## src/ccag_pkg.sv

```systemverilog
// Operation
// [RQ1] Input-value bit reads the current level on multifunction pin one.
// [RQ2] Output-value bit sets the level driven on pin one; resets to 0.
// [RQ3] Input bit meaningful in mode 1000; output bit drives pin in mode 1001.
// [RQ4] Two reserved registers read zero; host never writes them.
// [RQ5] Core clock source register upper seven bits read zero; host leaves them alone.
// [RQ6] Core clock from PLL divided output on 0, divider output on 1; resets 0.
// [RQ7] Divider input source: 00 master clock, 10 bit clock; 01/11 unused; resets 00.
// [RQ8] PLL input source: 00 master clock, 10 bit clock; 01/11 reserved; resets 00.
// [RQ9] PLL N field: 0000 is 16, 0001 is 17, others own value; resets 0010.
// [RQ10] Attack select 0 uses older AGC register; 1 uses new register; resets 0.
// [RQ11] Baseline attack codes 00..11 give 7, 8, 10, 11 ms; resets 00.
// [RQ12] Multiplier field scales baseline by two to the code; resets 000.
// [RQ13] Host writes only zeros to the two low reserved attack bits.
// [RQ14] Pin level is synchronised through flip-flops before it is read.
// [RQ15] Effective attack time is baseline times factor, presented only when selected.
`default_nettype none

package ccag_pkg;

	localparam int ADDR_W   = 8;
	localparam int REG_W    = 8;
	localparam int ATK_MS_W = 11;
	localparam int PLL_N_W  = 5;

	localparam logic [7:0] PIN_CTRL_OFS = 8'h62;
	localparam logic [7:0] RSVD_A_OFS   = 8'h63;
	localparam logic [7:0] RSVD_B_OFS   = 8'h64;
	localparam logic [7:0] CORE_SEL_OFS = 8'h65;
	localparam logic [7:0] CLKGEN_OFS   = 8'h66;
	localparam logic [7:0] ATTACK_OFS   = 8'h67;

	localparam int PIN_MODE_MSB = 7;
	localparam int PIN_MODE_LSB = 4;
	localparam int PIN_IN_BIT   = 1;
	localparam int PIN_OUT_BIT  = 0;
	localparam int CORE_SEL_BIT = 0;
	localparam int DIV_SRC_MSB  = 7;
	localparam int DIV_SRC_LSB  = 6;
	localparam int PLL_SRC_MSB  = 5;
	localparam int PLL_SRC_LSB  = 4;
	localparam int PLL_N_MSB    = 3;
	localparam int PLL_N_LSB    = 0;
	localparam int ATK_SEL_BIT  = 7;
	localparam int ATK_BASE_MSB = 6;
	localparam int ATK_BASE_LSB = 5;
	localparam int ATK_MULT_MSB = 4;
	localparam int ATK_MULT_LSB = 2;
	localparam int SRC_BCLK_BIT = 1;

	localparam logic [7:0] PIN_CTRL_RST = 8'h00;
	localparam logic [7:0] RSVD_VALUE   = 8'h00;
	localparam logic [0:0] CORE_SEL_RST = 1'h0;
	localparam logic [7:0] CLKGEN_RST   = 8'h02;
	localparam logic [7:0] ATTACK_RST   = 8'h00;

	localparam logic [3:0] PIN_MODE_GP_IN  = 4'h8;
	localparam logic [3:0] PIN_MODE_GP_OUT = 4'h9;

	localparam logic [10:0] ATK_BASE_MS_0 = 11'h007;
	localparam logic [10:0] ATK_BASE_MS_1 = 11'h008;
	localparam logic [10:0] ATK_BASE_MS_2 = 11'h00a;
	localparam logic [10:0] ATK_BASE_MS_3 = 11'h00b;
	localparam logic [4:0]  PLL_N_CODE0   = 5'h10;
	localparam logic [4:0]  PLL_N_CODE1   = 5'h11;

	// PLL N decode
	function automatic logic [4:0] pll_n_decode(input logic [3:0] code);
		case (code)
			4'h0:    return PLL_N_CODE0; // RQ9
			4'h1:    return PLL_N_CODE1; // RQ9
			default: return {1'b0, code}; // RQ9
		endcase
	endfunction : pll_n_decode

	// Baseline attack time in ms
	function automatic logic [10:0] attack_base_ms(input logic [1:0] code);
		case (code)
			2'h0:    return ATK_BASE_MS_0; // RQ11
			2'h1:    return ATK_BASE_MS_1; // RQ11
			2'h2:    return ATK_BASE_MS_2; // RQ11
			default: return ATK_BASE_MS_3; // RQ11
		endcase
	endfunction : attack_base_ms

	// Baseline scaled by two to the multiplier code
	function automatic logic [10:0] attack_scale(input logic [1:0] base, input logic [2:0] mult);
		logic [10:0] b;
		b = attack_base_ms(base);
		return b << mult; // RQ12
	endfunction : attack_scale

endpackage : ccag_pkg

`default_nettype wire

```

## src/ccag_attack_if.sv

```systemverilog
`timescale 1ns/100ps
`default_nettype none

interface ccag_attack_if;
	logic        sel;
	logic [1:0]  base;
	logic [2:0]  mult;
	logic [10:0] time_ms;
	logic        from_new;

	modport cfg (output sel, output base, output mult, input time_ms, input from_new);
	modport calc (input sel, input base, input mult, output time_ms, output from_new);
endinterface : ccag_attack_if

`default_nettype wire

```

## src/ccag_attack_calc.sv

```systemverilog
`timescale 1ns/100ps
`default_nettype none

module ccag_attack_calc (
	input  wire logic   clk_sys,
	input  wire logic   rst_n,
	ccag_attack_if.calc atk
);
	import ccag_pkg::*;

	// Effective attack time, zero while the older register is in charge
	always_ff @(posedge clk_sys or negedge rst_n) begin
		if (!rst_n) begin
			atk.time_ms  <= '0;
			atk.from_new <= 1'b0;
		end else begin
			atk.from_new <= atk.sel; // RQ10
			atk.time_ms  <= atk.sel ? attack_scale(atk.base, atk.mult) : '0; // RQ15
		end
	end

endmodule : ccag_attack_calc

`default_nettype wire

```

## src/ccag_regs.sv

```systemverilog
`timescale 1ns/100ps
`default_nettype none

module ccag_regs (
	input  wire logic                       clk_sys,
	input  wire logic                       resetn,
	input  wire logic [ccag_pkg::ADDR_W-1:0] reg_addr,
	input  wire logic                       reg_wr,
	input  wire logic                       reg_rd,
	input  wire logic [ccag_pkg::REG_W-1:0]  reg_wdata,
	output logic      [ccag_pkg::REG_W-1:0]  reg_rdata,
	output logic                            reg_rvalid,
	input  wire logic                       multifunction_pin_one_i,
	output logic                            multifunction_pin_one_o,
	output logic                            multifunction_pin_one_oe_n,
	input  wire logic                       mclk_pin,
	input  wire logic                       bclk_pin,
	input  wire logic                       pll_divided_output,
	input  wire logic                       divider_path_output,
	output logic                            core_clock_input,
	output logic                            divider_path_input,
	output logic                            pll_reference_input,
	output logic      [ccag_pkg::PLL_N_W-1:0] pll_n_value,
	output logic                            agc_attack_from_new,
	output logic      [ccag_pkg::ATK_MS_W-1:0] agc_attack_ms
);
	import ccag_pkg::*;

	logic       rst_meta_reg;
	logic       rst_n;
	logic       pin_sync_a_reg;
	logic       pin_sync_b_reg;
	logic       pin_sync_c_reg;
	logic       pin_in_reg;
	logic [7:0] pin_ctrl_reg;
	logic       core_sel_reg;
	logic [7:0] clkgen_reg;
	logic [7:0] attack_reg;
	logic [7:0] rdata_next;
	logic [3:0] pin_mode;

	ccag_attack_if atk_if ();

	// Reset release through two flip-flops
	always_ff @(posedge clk_sys or negedge resetn) begin
		if (!resetn) begin
			rst_meta_reg <= 1'b0;
			rst_n        <= 1'b0;
		end else begin
			rst_meta_reg <= 1'b1;
			rst_n        <= rst_meta_reg;
		end
	end

	// Pin level synchroniser; change taken once the last two stages agree
	always_ff @(posedge clk_sys or negedge rst_n) begin
		if (!rst_n) begin
			pin_sync_a_reg <= 1'b0;
			pin_sync_b_reg <= 1'b0;
			pin_sync_c_reg <= 1'b0;
		end else begin
			pin_sync_a_reg <= multifunction_pin_one_i; // RQ14
			pin_sync_b_reg <= pin_sync_a_reg; // RQ14
			pin_sync_c_reg <= pin_sync_b_reg; // RQ14
		end
	end

	always_ff @(posedge clk_sys or negedge rst_n) begin
		if (!rst_n) begin
			pin_in_reg <= 1'b0;
		end else if (pin_sync_b_reg == pin_sync_c_reg) begin
			pin_in_reg <= pin_sync_c_reg; // RQ1
		end
	end

	// Pin control register; all eight bits stored, the input bit is replaced on read
	always_ff @(posedge clk_sys or negedge rst_n) begin
		if (!rst_n) begin
			pin_ctrl_reg <= PIN_CTRL_RST;
		end else if (reg_wr && reg_addr == PIN_CTRL_OFS) begin
			pin_ctrl_reg <= reg_wdata; // RQ2
		end
	end

	// Core clock source select; upper bits not stored
	always_ff @(posedge clk_sys or negedge rst_n) begin
		if (!rst_n) begin
			core_sel_reg <= CORE_SEL_RST; // RQ6
		end else if (reg_wr && reg_addr == CORE_SEL_OFS) begin
			core_sel_reg <= reg_wdata[CORE_SEL_BIT]; // RQ5
		end
	end

	// Clock generation control
	always_ff @(posedge clk_sys or negedge rst_n) begin
		if (!rst_n) begin
			clkgen_reg <= CLKGEN_RST; // RQ9
		end else if (reg_wr && reg_addr == CLKGEN_OFS) begin
			clkgen_reg <= reg_wdata;
		end
	end

	// Left AGC attack time
	always_ff @(posedge clk_sys or negedge rst_n) begin
		if (!rst_n) begin
			attack_reg <= ATTACK_RST;
		end else if (reg_wr && reg_addr == ATTACK_OFS) begin
			attack_reg <= reg_wdata; // RQ13
		end
	end

	// Read data mux; reserved and unmapped locations read zero
	always_comb begin
		rdata_next = RSVD_VALUE;
		case (reg_addr)
			PIN_CTRL_OFS: begin
				rdata_next              = pin_ctrl_reg;
				rdata_next[PIN_IN_BIT]  = pin_in_reg; // RQ1
			end
			RSVD_A_OFS:   rdata_next = RSVD_VALUE; // RQ4
			RSVD_B_OFS:   rdata_next = RSVD_VALUE; // RQ4
			CORE_SEL_OFS: rdata_next = {7'h00, core_sel_reg}; // RQ5
			CLKGEN_OFS:   rdata_next = clkgen_reg;
			ATTACK_OFS:   rdata_next = attack_reg;
			default:      rdata_next = RSVD_VALUE;
		endcase
	end

	always_ff @(posedge clk_sys or negedge rst_n) begin
		if (!rst_n) begin
			reg_rdata  <= '0;
			reg_rvalid <= 1'b0;
		end else begin
			reg_rvalid <= reg_rd;
			if (reg_rd) begin
				reg_rdata <= rdata_next;
			end
		end
	end

	// Pin drive in general-purpose output mode only
	assign pin_mode                   = pin_ctrl_reg[PIN_MODE_MSB:PIN_MODE_LSB];
	assign multifunction_pin_one_o    = pin_ctrl_reg[PIN_OUT_BIT]; // RQ2
	assign multifunction_pin_one_oe_n = (pin_mode != PIN_MODE_GP_OUT); // RQ3

	// Clock source muxes
	assign core_clock_input    = core_sel_reg ? divider_path_output : pll_divided_output; // RQ6
	assign divider_path_input  = clkgen_reg[DIV_SRC_MSB - 1 + SRC_BCLK_BIT] ? bclk_pin : mclk_pin; // RQ7
	assign pll_reference_input = clkgen_reg[PLL_SRC_LSB + SRC_BCLK_BIT] ? bclk_pin : mclk_pin; // RQ8

	always_ff @(posedge clk_sys or negedge rst_n) begin
		if (!rst_n) begin
			pll_n_value <= pll_n_decode(CLKGEN_RST[PLL_N_MSB:PLL_N_LSB]);
		end else begin
			pll_n_value <= pll_n_decode(clkgen_reg[PLL_N_MSB:PLL_N_LSB]); // RQ9
		end
	end

	// Attack time calculation
	assign atk_if.sel  = attack_reg[ATK_SEL_BIT]; // RQ10
	assign atk_if.base = attack_reg[ATK_BASE_MSB:ATK_BASE_LSB]; // RQ11
	assign atk_if.mult = attack_reg[ATK_MULT_MSB:ATK_MULT_LSB]; // RQ12

	ccag_attack_calc u_attack_calc (
		.clk_sys (clk_sys),
		.rst_n   (rst_n),
		.atk     (atk_if.calc)
	);

	assign agc_attack_from_new = atk_if.from_new;
	assign agc_attack_ms       = atk_if.time_ms;
endmodule : ccag_regs

`default_nettype wire

```

## config.mk

```make
export PLATFORM = sky130hd
export DESIGN_NAME = ccag_regs
export DESIGN_NICKNAME = d
export VERILOG_FILES = /design/src/ccag_pkg.sv /design/src/ccag_attack_if.sv /design/src/ccag_attack_calc.sv /design/src/ccag_regs.sv
export SDC_FILE = /design/constraint.sdc
export NUM_CORES = 1
export LEC_CHECK = 0
export ABC_AREA = 1
export BUFFER_PORTS_ARGS = -buffer_cell sky130_fd_sc_hd__buf_2
export CORE_MARGIN = 1.5
export CORE_UTILIZATION = 40
export DETAILED_ROUTE_END_ITERATION = 7
export PLACE_DENSITY = 0.62
export SKIP_CTS_REPAIR_TIMING = 1
export SLEW_MARGIN = 20
export SYNTH_ARGS = -nofsm -noshare
export SYNTH_HDL_FRONTEND = slang
export SYNTH_HIERARCHICAL = 1
export SYNTH_SLANG_ARGS = --single-unit
```

## constraint.sdc

```tcl
create_clock -name clk_sys -period 1.8 [get_ports clk_sys]
set_clock_uncertainty 0.15 [all_clocks]
set_input_delay 0.18 -clock clk_sys [delete_from_list [all_inputs] [get_ports clk_sys]]
set_output_delay 0.18 -clock clk_sys [all_outputs]
set_load 0.02 [all_outputs]
```

==> tab_implementation.tex <==
\begin{tabular}{lr}
\hline
Metric & Value \\
\hline
\multicolumn{2}{l}{\textbf{Logic synthesis}} \\
Yosys warns & 6 \\
Number of nets in the synthesized netlist & 319 \\
Share of synthesized area occupied by flip-flops and latches & 54.97\% \\
Biggest area contributors in the synthesized netlist & sky130\_fd\_sc\_hd\_\_dfrtp\_1, sky130\_fd\_sc\_hd\_\_nand2\_1, sky130\_fd\_sc\_hd\_\_nand3\_1, sky130\_fd\_sc\_hd\_\_o21ai\_0, sky130\_fd\_sc\_hd\_\_nor2\_4 \\
Post-synthesis area per instance & 8.776 µm² \\
Distinct cell type count after synthesis & 26 \\
Mapped cell area & 2554 µm² \\
Most area-hungry cell type in the Yosys netlist & sky130\_fd\_sc\_hd\_\_dfrtp\_1 \\
Share of the synthesized area in the top cell type & 52.92\% \\
Post-synthesis instance total & 291 \\
Flop and latch count out of synthesis & 56 \\
\multicolumn{2}{l}{\textbf{Pwr}} \\
Relative contribution of sequential cells to total power & 59.2\% \\
Part of the power in the clock network & 30.2\% \\
Combinational fraction of design power & 10.6\% \\
Switching share of power & 26.80\% \\
Leakage component of the power & 0.001751 µW \\
Pwr Density & 743.7 nW/µm² \\
Switching component of the power & 611.9 µW \\
Total power of the final layout & 2284 µW \\
Maximum vdd ir drop & 317.7 µV \\
Power Internal & 1672 µW \\
\multicolumn{2}{l}{\textbf{Finish}} \\
Layout Area Growth over Synthesis & 20.24\% \\
Fraction of layout instances using a drive strength above 1 & 26.76\% \\
Largest register FFs & 11 \\
Most frequent cells in the layout & sky130\_fd\_sc\_hd\_\_nand2\_1, sky130\_fd\_sc\_hd\_\_buf\_2, sky130\_fd\_sc\_hd\_\_dfrtp\_1 \\
Number of inserted diodes & 0 \\
Register with the most flip-flops & u\_attack\_calc/atk.time\_ms \\
Most common library cell in the layout ignoring fill and taps & sky130\_fd\_sc\_hd\_\_nand2\_1 \\
Register Area & 1405 µm² \\
Count of filler cells inserted in the layout & 599 \\
\# nets final & 382 \\
Area of all placed cells without fillers & 3070 µm² \\
Core utilization of the finished layout & 50.96\% \\
Area used by multi-input combinational logic & 1002 µm² \\
\multicolumn{2}{l}{\textbf{Floorplan}} \\
Vert. Die Dim & 82.90 µm \\
Width of the chip & 82.90 µm \\
\# IOs & 56 \\
Number of placement rows & 28 \\
Die area & 6872 µm² \\
Core region area & 6026 µm² \\
Starting density of the core & 42.38\% \\
\multicolumn{2}{l}{\textbf{Placed design}} \\
Placed instance area & 2882 µm² \\
Half-perimeter wire length of the detailed placement result & 4029 µm \\
Last weighted congestion value of the routability-driven placer & 0.8196 \\
Total of buffers placed on input and output ports & 55 \\
\multicolumn{2}{l}{\textbf{Run status}} \\
Violations in the final reports & hold timing \\
Outcome & finished with violations \\
\multicolumn{2}{l}{\textbf{Detailed routing}} \\
Routed wire length per instance & 13.07 µm \\
Length of the first detailed-routing pass in iterations & 4 \\
Number of design rule violations left after detail routing & 0 \\
Residual antenna-violating net count after detailed routing & 0 \\
Number of vias per cell & 4.786 \\
Iteration-0 DRC count of the detailed router & 92 \\
Sum of routed wire length over all layers & 5622 µm \\
Total via count in the routed design & 2058 \\
\multicolumn{2}{l}{\textbf{Clock tree}} \\
Clock Pin Slew Worst Setup and Hold Paths & 90 ps \\
Later-pin clock latency in the skew report & 310 ps \\
Maximum clock insertion buffer count & 2 \\
TritonCTS clock tree & built \\
Root Buffer Master & sky130\_fd\_sc\_hd\_\_clkbuf\_8 \\
Sinks on the clock net & 56 \\
H-tree levels & 2 \\
Number of buffers added by the clock tree synthesis step & 5 \\
\multicolumn{2}{l}{\textbf{Global route}} \\
Aggregate global-route resource usage & 16.97\% \\
Largest net degree at the start of global routing & 38 \\
Vias in the first global route & 1953 \\
Antenna violations before repair & 0 \\
First-pass GRT wire length & 9397 µm \\
Final global-route overflow total & 0 \\
\multicolumn{2}{l}{\textbf{Timing}} \\
Period Utilization, post-route & 79.86\% \\
Final hold violation count & 2 \\
Maximum clock frequency & 695.7 MHz \\
WHS & -15.45 ps \\
Fin crit period & 1437 ps \\
Max Transition Viols Final & 0 \\
Count of endpoints failing setup in the final report & 0 \\
Setup\_tns & 0 ps \\
Unrepaired setup endpoints after global routing & no \\
\multicolumn{2}{l}{\textbf{Worst setup path}} \\
Critical-path maximum fanout & 4 \\
Worst Setup Start Kind & register \\
Arrival time worst endpoint & 1110 ps \\
Endpoint type of the worst setup path & output port \\
Required time at the endpoint of the critical path & 1470 ps \\
Critical setup path kind & register to output port \\
\multicolumn{2}{l}{\textbf{Job}} \\
Number of maximum-capacitance constraint violations & 0 \\
\multicolumn{2}{l}{\textbf{Worst hold path}} \\
Path category of the worst min-delay check & input port to register \\
\hline
\end{tabular}
-- metrics by stage --
stage	worst slack, ps	std cells
detailed placement	326.7	412
finish	362.6	430
floorplan	544.0	291
CTS	364.3	420
global route	255.6	430
global placement	348.7	412
-- final timing paths --
path                                            from                                      to  depth (start not counted)  slack, ps
setup / recovery           clkgen_reg[5]$_DFFE_PN0P_                     pll_reference_input                          2        360
hold / removal                          reg_wdata[6]               clkgen_reg[6]$_DFFE_PN0P_                          3        -20
setup reg to reg           attack_reg[5]$_DFFE_PN0P_  u_attack_calc/atk.time_ms[7]$_DFF_PN0_                          7        380
hold reg to reg                      rst_n$_DFF_PN0_               clkgen_reg[2]$_DFFE_PN0P_                          0         50
max in group asynchronous            rst_n$_DFF_PN0_               clkgen_reg[1]$_DFFE_PN1P_                          1        860
min in group asynchronous                     resetn                         rst_n$_DFF_PN0_                          2         10
-- cell usage after synthesis --
cell / instances
sky130_fd_sc_hd__buf_8: 1
sky130_fd_sc_hd__and2_4: 1
sky130_fd_sc_hd__o21ai_1: 1
sky130_fd_sc_hd__clkbuf_1: 5
sky130_fd_sc_hd__inv_1: 13
sky130_fd_sc_hd__nor2_4: 6
sky130_fd_sc_hd__o21ai_0: 19
sky130_fd_sc_hd__nand2_2: 8
sky130_fd_sc_hd__ha_1: 3
sky130_fd_sc_hd__nor2_8: 1
sky130_fd_sc_hd__nand2_1: 104
sky130_fd_sc_hd__maj3_1: 1
sky130_fd_sc_hd__conb_1: 1
sky130_fd_sc_hd__buf_2: 2
sky130_fd_sc_hd__nor3_1: 3
sky130_fd_sc_hd__nand3_1: 40
sky130_fd_sc_hd__dfrtp_1: 54
sky130_fd_sc_hd__nor2_1: 9
sky130_fd_sc_hd__nand3_2: 3
sky130_fd_sc_hd__buf_6: 1
sky130_fd_sc_hd__buf_4: 2
sky130_fd_sc_hd__nand2_4: 2
sky130_fd_sc_hd__nand4_1: 2
sky130_fd_sc_hd__inv_4: 1
sky130_fd_sc_hd__inv_2: 6
sky130_fd_sc_hd__dfstp_2: 2
-- power by group through the flow --
stage	Combinational, µW	Sequential, µW	Clock [µW]
5_1_grt	271	1360	767
2_1_floorplan	121	1390	0
6_report	242	1350	690
4_1_cts	227	1350	715
3_5_place_dp	226	1380	0
3_3_place_gp	221	1380	0
-- cell type report --
| type | instances | share of cell area, % |
|---|---|---|
| Sequential cell | 56 | 45.76 |
| Multi-Input combinational cell | 204 | 32.64 |
| Timing Repair Buffer | 67 | 13.12 |
| Tap cell | 75 | 3.056 |
| Inverter | 20 | 2.526 |
| Clock buffer | 6 | 2.363 |
| Clock inverter | 2 | 0.5297 |
-- cells by family (layout without fill, tap and decap cells) --
| group | count (synthesis) | count (layout) | synth area share [%] |
|---|---|---|---|
| and+or+nand+nor | 179 | 179 | 33.32 |
| DFF | 56 | 56 | 54.97 |
| buffers and inverters | 31 | 95 | 5.781 |
| AOI/OAI and AO/OA | 20 | 20 | 3.919 |
| adders and majority gates | 4 | 4 | 1.862 |
| other | 1 | 1 | 0.1468 |
-- layer usage --
metal	GRT usage, %	vias up	wire [µm]
li1	-	1053	-
met1	21.66	951	2514
met2	28.68	48	2810
met3	3.777	6	233
met4	5.455	0	64
met5	0	-	0
-- worst max-delay path: stages, from the launching register on --
cell	delay, ps
sky130_fd_sc_hd__dfrtp_1	440
sky130_fd_sc_hd__o21ai_0	170
sky130_fd_sc_hd__buf_2	180
(Power assumes the default switching activity.)
